$ cat src/hw/msfh_pkg.sv
// msfh_pkg: constants and types for the slave frame handler
package msfh_pkg;
  localparam int unsigned CLK_MHZ          = 250;
  localparam logic [7:0]  ADDR_BROADCAST   = 8'h00;
  localparam logic [7:0]  ADDR_UNICAST_MAX = 8'hF7;
  localparam logic [7:0]  FC_READ_HOLDING  = 8'h03;
  localparam logic [7:0]  FC_READ_INPUT    = 8'h04;
  localparam logic [7:0]  EXC_BIT          = 8'h80;
  localparam logic [7:0]  EXC_ILLEGAL_FUNC = 8'h01;
  localparam logic [7:0]  EXC_ILLEGAL_ADDR = 8'h02;
  localparam int unsigned FRAME_MAX_BYTES  = 256;
  localparam int unsigned REQ_BYTES        = 8;
  localparam int unsigned MAX_REGS         = 125;
  localparam logic [15:0] CRC_INIT         = 16'hFFFF;
  localparam logic [15:0] CRC_POLY         = 16'hA001;
  // reply budget and refresh periods
  localparam int unsigned REPLY_MS         = 10;
  localparam int unsigned FAST_S           = 1;
  localparam int unsigned HARM_S           = 3;
  localparam int unsigned SLOW_S           = 5;
  localparam int unsigned CYC_PER_MS       = CLK_MHZ * 1000;
  localparam int unsigned REPLY_CYC        = REPLY_MS * CYC_PER_MS;
  localparam int unsigned TICK_MS_CYC      = CYC_PER_MS;
  localparam int unsigned FAST_MS          = FAST_S * 1000;
  localparam int unsigned HARM_MS          = HARM_S * 1000;
  localparam int unsigned SLOW_MS          = SLOW_S * 1000;

  typedef enum logic [2:0] {
    MSFH_IDLE  = 3'b000,
    MSFH_RECV  = 3'b001,
    MSFH_DROP  = 3'b010,
    MSFH_FETCH = 3'b011,
    MSFH_SEND  = 3'b100,
    MSFH_CRC   = 3'b101
  } msfh_state_t;

  // bitwise crc16 update of one byte
  function automatic logic [15:0] msfh_crc(input logic [15:0] c,
                                           input logic [7:0]  d);
    logic [15:0] r;
    r = c ^ {8'h00, d};
    for (int i = 0; i < 8; i++) begin
      r = r[0] ? ((r >> 1) ^ CRC_POLY) : (r >> 1);
    end
    return r;
  endfunction
endpackage

$ cat src/hw/msfh_frame_handler.sv
// msfh_frame_handler: slave request decode, crc check, reply and refresh
`timescale 1ns/1ps
`default_nettype none
module msfh_frame_handler
#(
  parameter int unsigned REPLY_CYCLES = msfh_pkg::REPLY_CYC,
  parameter int unsigned MS_CYCLES    = msfh_pkg::TICK_MS_CYC,
  parameter int unsigned DEV_WAIT     = 8
) (
  // clock and reset
  input  wire logic        CLOCK,
  input  wire logic        RESET,
  // configuration
  input  wire logic [7:0]  SLAVE_ADDR,
  // received byte stream, frame ends on RX_END
  input  wire logic        RX_VALID,
  input  wire logic [7:0]  RX_DATA,
  input  wire logic        RX_END,
  // reply byte stream
  output logic             TX_VALID,
  output logic [7:0]       TX_DATA,
  output logic             TX_LAST,
  input  wire logic        TX_READY,
  // register read port, address is register number minus one
  output logic             REG_RD,
  output logic             REG_INPUT,
  output logic [15:0]      REG_ADDR,
  input  wire logic [15:0] REG_DATA,
  input  wire logic        REG_DATASET,
  input  wire logic        REG_BAD,
  // broadcast action strobe
  output logic             BCAST_DONE,
  // refresh strobes
  output logic             REFRESH_FAST,
  output logic             REFRESH_HARM,
  output logic             REFRESH_SLOW,
  input  wire logic        CHANGE_EVENT,
  output logic             REFRESH_CHANGE
);
  import msfh_pkg::*;

  if (REPLY_CYCLES < 64 || MS_CYCLES < 1 ||
      DEV_WAIT < 1 || DEV_WAIT > 255) begin
    $error("msfh_frame_handler: unusable parameters");
  end

  // ==========================================================
  // frame receive and reply state
  msfh_state_t state, next_state;
  logic [7:0]  rx_cnt, next_rx_cnt, tx_idx, next_tx_idx;
  logic [7:0]  hdr [REQ_BYTES];
  logic [7:0]  next_hdr [REQ_BYTES];
  logic [15:0] crc, next_crc;
  logic [15:0] tx_crc, next_tx_crc;
  logic [7:0]  nregs, next_nregs;
  logic [15:0] cur, next_cur;
  logic [15:0] word, next_word;
  logic        exc, next_exc;
  logic [7:0]  wait_cnt, next_wait_cnt;
  logic [31:0] lat, next_lat;
  logic        next_tx_valid, next_tx_last, next_reg_rd, next_bcast;
  logic [7:0]  ex_code, next_ex_code, next_tx_data;

  always_comb begin
    next_state    = state;
    next_rx_cnt   = rx_cnt;
    next_hdr      = hdr;
    next_crc      = crc;
    next_tx_crc   = tx_crc;
    next_tx_idx   = tx_idx;
    next_nregs    = nregs;
    next_cur      = cur;
    next_word     = word;
    next_exc      = exc;
    next_ex_code  = ex_code;
    next_wait_cnt = wait_cnt;
    next_lat      = (state == MSFH_IDLE || state == MSFH_RECV) ? 32'h0 :
                    lat + 32'h1;
    next_tx_valid = TX_VALID && !TX_READY;
    next_tx_data  = TX_DATA;
    next_tx_last  = TX_LAST && !TX_READY;
    next_reg_rd   = 1'b0;
    next_bcast    = 1'b0;
    unique case (state)
      MSFH_IDLE, MSFH_RECV: begin
        if (RX_VALID) begin
          next_state = MSFH_RECV;
          if (rx_cnt < 8'(REQ_BYTES))
            next_hdr[rx_cnt[2:0]] = RX_DATA;
          next_crc = msfh_crc(crc, RX_DATA);
          // frame reaching the limit of FRAME_MAX_BYTES bytes is dropped
          if (rx_cnt == 8'(FRAME_MAX_BYTES - 1))
            next_state = MSFH_DROP;
          else
            next_rx_cnt = rx_cnt + 8'h01;
        end
        if (RX_END) begin
          next_rx_cnt = 8'h00;
          next_crc    = CRC_INIT;
          next_state  = MSFH_IDLE;
          // crc over all bytes incl. crc field leaves zero
          if (crc == 16'h0000 && rx_cnt == 8'(REQ_BYTES)) begin
            if (hdr[0] == ADDR_BROADCAST) begin
              next_bcast = 1'b1;
            end else if (hdr[0] == SLAVE_ADDR &&
                         hdr[0] <= ADDR_UNICAST_MAX) begin
              next_cur   = {hdr[2], hdr[3]};
              next_nregs = hdr[5];
              next_exc   = 1'b0;
              if (hdr[1] != FC_READ_HOLDING &&
                  hdr[1] != FC_READ_INPUT) begin
                next_exc     = 1'b1;
                next_ex_code = EXC_ILLEGAL_FUNC;
              end else if (hdr[4] != 8'h00 || hdr[5] == 8'h00 ||
                           hdr[5] > 8'(MAX_REGS)) begin
                next_exc     = 1'b1;
                next_ex_code = EXC_ILLEGAL_ADDR;
              end
              next_tx_crc   = CRC_INIT;
              next_tx_idx   = 8'h00;
              next_wait_cnt = 8'h00;
              next_state    = next_exc ? MSFH_SEND : MSFH_FETCH;
              next_reg_rd   = !next_exc;
            end
          end
        end
      end
      MSFH_DROP: begin
        if (RX_END) begin
          next_rx_cnt = 8'h00;
          next_crc    = CRC_INIT;
          next_state  = MSFH_IDLE;
        end
      end
      MSFH_FETCH: begin
        // device registers take extra wait cycles
        next_wait_cnt = wait_cnt + 8'h01;
        if (REG_BAD) begin
          next_exc     = 1'b1;
          next_ex_code = EXC_ILLEGAL_ADDR;
          next_tx_idx  = 8'h00;
          next_state   = MSFH_SEND;
        end else if (REG_DATASET || wait_cnt >= 8'(DEV_WAIT)) begin
          next_word  = REG_DATA;
          next_state = MSFH_SEND;
        end
      end
      MSFH_SEND: begin
        if (!TX_VALID || TX_READY) begin
          next_tx_valid = 1'b1;
          next_tx_idx   = tx_idx + 8'h01;
          if (tx_idx == 8'h00)
            next_tx_data = hdr[0];
          else if (tx_idx == 8'h01)
            next_tx_data = exc ? (hdr[1] | EXC_BIT) : hdr[1];
          else if (tx_idx == 8'h02)
            next_tx_data = exc ? ex_code : {nregs[6:0], 1'b0};
          else
            next_tx_data = tx_idx[0] ? word[15:8] : word[7:0];
          next_tx_crc = msfh_crc(tx_crc, next_tx_data);
          if (exc && tx_idx == 8'h02)
            next_state = MSFH_CRC;
          else if (!exc && tx_idx >= 8'h03 && !tx_idx[0]) begin
            // both bytes of this word sent
            if (nregs == 8'h01) begin
              next_state = MSFH_CRC;
            end else begin
              next_nregs    = nregs - 8'h01;
              next_cur      = cur + 16'h0001;
              next_wait_cnt = 8'h00;
              next_reg_rd   = 1'b1;
              next_state    = MSFH_FETCH;
            end
          end
        end
      end
      MSFH_CRC: begin
        if (!TX_VALID || TX_READY) begin
          next_tx_valid = 1'b1;
          if (!TX_LAST && tx_idx != 8'hFF) begin
            next_tx_data = tx_crc[7:0];
            next_tx_idx  = 8'hFF;
          end else if (tx_idx == 8'hFF) begin
            next_tx_data = tx_crc[15:8];
            next_tx_last = 1'b1;
            next_tx_idx  = 8'h00;
          end else begin
            next_tx_valid = 1'b0;
            next_state    = MSFH_IDLE;
          end
        end
      end
      default: next_state = MSFH_IDLE;
    endcase
  end

  always_ff @(posedge CLOCK or posedge RESET) begin
    if (RESET) begin
      state     <= MSFH_IDLE;
      rx_cnt    <= 8'h00;
      for (int i = 0; i < REQ_BYTES; i++) hdr[i] <= 8'h00;
      crc       <= CRC_INIT;
      tx_crc    <= CRC_INIT;
      tx_idx    <= 8'h00;
      nregs     <= 8'h00;
      cur       <= 16'h0000;
      word      <= 16'h0000;
      exc       <= 1'b0;
      ex_code   <= 8'h00;
      wait_cnt  <= 8'h00;
      lat       <= 32'h0;
      TX_VALID  <= 1'b0;
      TX_DATA   <= 8'h00;
      TX_LAST   <= 1'b0;
      REG_RD    <= 1'b0;
      BCAST_DONE <= 1'b0;
      REG_ADDR  <= 16'h0000;
      REG_INPUT <= 1'b0;
    end else begin
      state     <= next_state;
      rx_cnt    <= next_rx_cnt;
      hdr       <= next_hdr;
      crc       <= next_crc;
      tx_crc    <= next_tx_crc;
      tx_idx    <= next_tx_idx;
      nregs     <= next_nregs;
      cur       <= next_cur;
      word      <= next_word;
      exc       <= next_exc;
      ex_code   <= next_ex_code;
      wait_cnt  <= next_wait_cnt;
      lat       <= next_lat;
      TX_VALID  <= next_tx_valid;
      TX_DATA   <= next_tx_data;
      TX_LAST   <= next_tx_last;
      REG_RD    <= next_reg_rd;
      BCAST_DONE <= next_bcast;
      REG_ADDR  <= next_cur;
      REG_INPUT <= (hdr[1] == FC_READ_INPUT);
    end
  end

  // ==========================================================
  // refresh scheduler: one millisecond tick feeds all periods
  logic [31:0] ms_div, next_ms_div;
  logic [15:0] t_fast, t_harm, t_slow, next_t_fast, next_t_harm, next_t_slow;
  logic        tick;
  always_comb begin
    tick        = (ms_div == 32'(MS_CYCLES - 1));
    next_ms_div = tick ? 32'h0 : ms_div + 32'h1;
    next_t_fast = t_fast;
    next_t_harm = t_harm;
    next_t_slow = t_slow;
    if (tick) begin
      next_t_fast = (t_fast == 16'(FAST_MS - 1)) ? 16'h0 : t_fast + 16'h1;
      next_t_harm = (t_harm == 16'(HARM_MS - 1)) ? 16'h0 : t_harm + 16'h1;
      next_t_slow = (t_slow == 16'(SLOW_MS - 1)) ? 16'h0 : t_slow + 16'h1;
    end
  end

  always_ff @(posedge CLOCK or posedge RESET) begin
    if (RESET) begin
      ms_div         <= 32'h0;
      t_fast         <= 16'h0;
      t_harm         <= 16'h0;
      t_slow         <= 16'h0;
      REFRESH_FAST   <= 1'b0;
      REFRESH_HARM   <= 1'b0;
      REFRESH_SLOW   <= 1'b0;
      REFRESH_CHANGE <= 1'b0;
    end else begin
      ms_div         <= next_ms_div;
      t_fast         <= next_t_fast;
      t_harm         <= next_t_harm;
      t_slow         <= next_t_slow;
      // same strobes serve dataset and device copies
      REFRESH_FAST   <= tick && t_fast == 16'(FAST_MS - 1);
      REFRESH_HARM   <= tick && t_harm == 16'(HARM_MS - 1);
      REFRESH_SLOW   <= tick && t_slow == 16'(SLOW_MS - 1);
      REFRESH_CHANGE <= CHANGE_EVENT;
    end
  end
endmodule
`default_nettype wire

$ cat config.mk
export PLATFORM = sky130hd
export DESIGN_NAME = msfh_frame_handler
export DESIGN_NICKNAME = d
export VERILOG_FILES = /design/src/hw/msfh_pkg.sv /design/src/hw/msfh_frame_handler.sv
export SDC_FILE = /design/constraint.sdc
export NUM_CORES = 1
export LEC_CHECK = 0
export ABC_CLOCK_PERIOD_IN_PS = 14350
export BUFFER_PORTS_ARGS = -buffer_cell sky130_fd_sc_hd__buf_2
export CAP_MARGIN = 5
export CORE_ASPECT_RATIO = 0.9
export CORE_UTILIZATION = 45
export CTS_CLUSTER_DIAMETER = 200
export DETAILED_ROUTE_END_ITERATION = 12
export GPL_ROUTABILITY_DRIVEN = 0
export PLACE_DENSITY = 0.7
export SETUP_SLACK_MARGIN = 0.2
export SLEW_MARGIN = 20
export SYNTH_ARGS = -nofsm -noshare
export SYNTH_HDL_FRONTEND = slang
export SYNTH_SLANG_ARGS = --single-unit
$ cat constraint.sdc
create_clock -name CLOCK -period 14.35 [get_ports CLOCK]
set_input_delay 1.435 -clock CLOCK [delete_from_list [all_inputs] [get_ports CLOCK]]
set_output_delay 1.435 -clock CLOCK [all_outputs]
set_load 0.005 [all_outputs]
==> summary.txt <==
Status
  • Run status: completed

Routing
  • Met2 WL: approximately 13 mm
  • Drt total wl: about 29 mm
  • Drt via density: between 5 and 6
  • Routed length on met3: ~1.5 mm
  • Final antenna-violating net count: 0
  • Post-route DRC: 0
  • Top Layer Used: met4
  • Initial DRC Count: ~710
  • DRT met1 WL: about 14 mm
  • Avg WL per Cell: roughly 17 um
  • Vias: 9645
  • First-pass detailed-route iteration total: 5

Clock tree
  • TritonCTS Buffers: 28
  • H-tree depth: 1
  • CTS Buffer Depth: 3
  • Post-CTS sizing: 0
  • CTS hold repair buffers: 0
  • CTS sink count: ~250
  • Setup bufs post-CTS: 0
  • Clock Latency Late Sink: around 0.54 ns
  • CTS tree: yes
  • Reg clk slew, reported paths: approximately 0.06 ns
  • Root Driver: clkbuf_16

Synthesis
  • Syn Nets: about 1.3k
  • Post-synth ARST share: 100%
  • Synth warnings: 0
  • EDFF count, synth: 0
  • Sequential cell area fraction in the yosys report: between 40% and 50%
  • Cells after Synth: 1251
  • Most common flop cell mapped by yosys: dfrtp_1
  • Yosys cell types: 66
  • Syn Area/Cell: around 10 um2
  • Synth Cell Area: ~12000 um2
  • Number of synthesized register bits: about 250

Power
  • Pwr/cell area: about 230 nW/um2
  • Pleak: approximately 6.2 nW
  • VDD IR max: between 0.3 and 0.4 mV

Final layout
  • Area delta synth->final: 13.8%
  • Diodes inserted: 0
  • Commonest non-fill, non-tap cells in the layout: dfrtp_1, nand2_1, nor2_1
  • Fraction of layout cells with a size suffix above 1: 18.9%
  • Commonest non-fill, non-tap cell in the layout: dfrtp_1
  • Net count, final: 1369

Floorplan
  • Full die area: roughly 28000 um2
  • Die H: around 160 um
  • Top Ports: 73
  • Die X: about 180 um
  • Starting density of the core: approximately 46%
  • Num rows: 57
  • Core Area: between 20000 and 30000 um2

Flow run
  • Max cap viols: 0

STA
  • Max_slew headroom: between 20% and 30%
  • RSZ-0062 raised after global routing: no
  • Setup Viol. Count Final: 0
  • Max-slew violations: 0
  • Final hold violation count: 0
  • Setup TNS: 0 ns
  • Worst-Margin Slew: 1.08 ns
  • Fmax achieved: around 230 MHz
  • Period minus WS final: 4.41 ns
  • Final worst path period share: 30.7%
  • Hold_ws: around 0.46 ns
  • Clk_skew: just under 0.009 ns

Setup path
  • Critical path startpoint category: flip-flop
  • Setup CP Type: reg2reg
  • Critical Path AT: just under 5 ns
  • Worst Setup End Kind: flip-flop
  • Setup crit start: state[1]
  • Worst path required time: ~15 ns
  • R2R Setup Slk: about 10 ns
  • Crit path max fanout: 52
  • Reg2reg start: state[1]

Global route
  • Antenna violations before repair: 0
  • Largest net degree at the start of global routing: about 110
  • Global-route usage over all layers: between 20% and 30%
  • Vias in the first global route: ~9.1k
  • First-pass GRT wire length: slightly below 50 mm
  • Gr ovfl total: 0

Placed design
  • Final HPWL DP: around 20 mm
  • Port Buffer Count: 72

Hold path
  • Hold path start: t_harm[15]
  • Hold Path Class: reg2reg
## power breakdown
group | switching (mW) | internal [mW]
Clock | 0.285 | 0.445
Combinational | 0.703 | 0.681
Sequential | 0.219 | 0.924
Total | 1.21 | 2.05
## per-stage QoR
step / cell area [um2] / setup slack (ns) / utilization [%] / cells / power, mW
2_1_floorplan: 12500 / 6.18 / - / 1251 / 2.20
3_3_place_gp: 13200 / 10.21 / 48.7 / 1637 / 2.49
3_5_place_dp: 13200 / 10.08 / 48.7 / 1637 / 2.52
4_1_cts: 14200 / 10.03 / 52.3 / 1689 / 3.26
5_1_grt: 14200 / 9.63 / 52.4 / 1690 / 3.47
6_report: 14200 / 9.94 / 52.4 / 1690 / 3.26
## synth_stat cells (7+ instances only)
library cell  count  area share (%)
dfrtp_1         215              43
nand2_1         121             3.6
nor2_1          114             3.4
o21ai_0          84             3.4
a21oi_1          72             2.9
mux2_2           72             6.5
xnor2_1          71             5.0
nand3_1          56             2.2
clkbuf_1         45             1.4
xor2_1           38             2.7
and3_1           37             1.9
dfstp_2          32             6.7
inv_1            27            0.81
nand4_1          27             1.4
nor3_1           26             1.0
a31oi_1          23             1.2
nor4_1           20             1.0
nand2b_1         18            0.90
o22a_1           16             1.1
ha_1             15             1.5
mux2i_1          14             1.1
o22ai_1          10            0.50
a211oi_1          7            0.42
or3_1             7            0.35
or4_1             7            0.42
## per-layer routing
layer	track usage, %	vias up
li1	-	4603
met1	32.3	4762
met2	32.3	245
met3	2.69	35
met4	4.27	0
met5	0	-
## area by class of cell
type | count | area (um2)
Inverter | 28 | 113
Clock buffer | 39 | 803
Sequential cell | 247 | 6220
Tap cell | 354 | 443
Fill cell | 2457 | 12900
Clock inverter | 13 | 150
Timing Repair Buffer | 80 | 440
Multi-Input combinational cell | 929 | 6040
## registers in the layout, indices dropped and copies added, names as in the netlist, 2 cells and up
signal / count
state: 3
ms_div: 32
nregs: 8
wait_cnt: 8
t_fast: 16
tx_idx: 8
t_harm: 16
crc: 16
hdr: 48
TX_DATA: 8
rx_cnt: 8
word: 16
cur: 16
ex_code: 2
t_slow: 16
tx_crc: 16
## worst paths after layout
kind | endpoint | cells past startpoint
max reg2reg | wait_cnt[7] | 8
min reg2reg | t_harm[15] | 1
min in group asynchronous | word[4] | 2
max | wait_cnt[7] | 8
min | t_harm[15] | 1
max in group asynchronous | hdr[42] | 3
## cell families after synthesis
group / after synthesis / synth area share (%)
compound gates: 248 / 12.0
xor+xnor: 114 / 8.46
buf+inv: 75 / 2.27
flops: 247 / 49.8
fa+ha+maj: 15 / 1.50
mux: 86 / 7.62
simple gates: 466 / 18.3
## critical path, cell delays in order (launching register included)
cell,delay [ns]
dfrtp_1,0.60
inv_1,0.22
nand2_1,0.17
nor2_4,0.86
nand2_1,0.72
o32ai_1,0.95
nand3_1,0.27
or3_1,0.37
a21oi_1,0.15
Note: power is estimated with default switching activity, not from simulation.
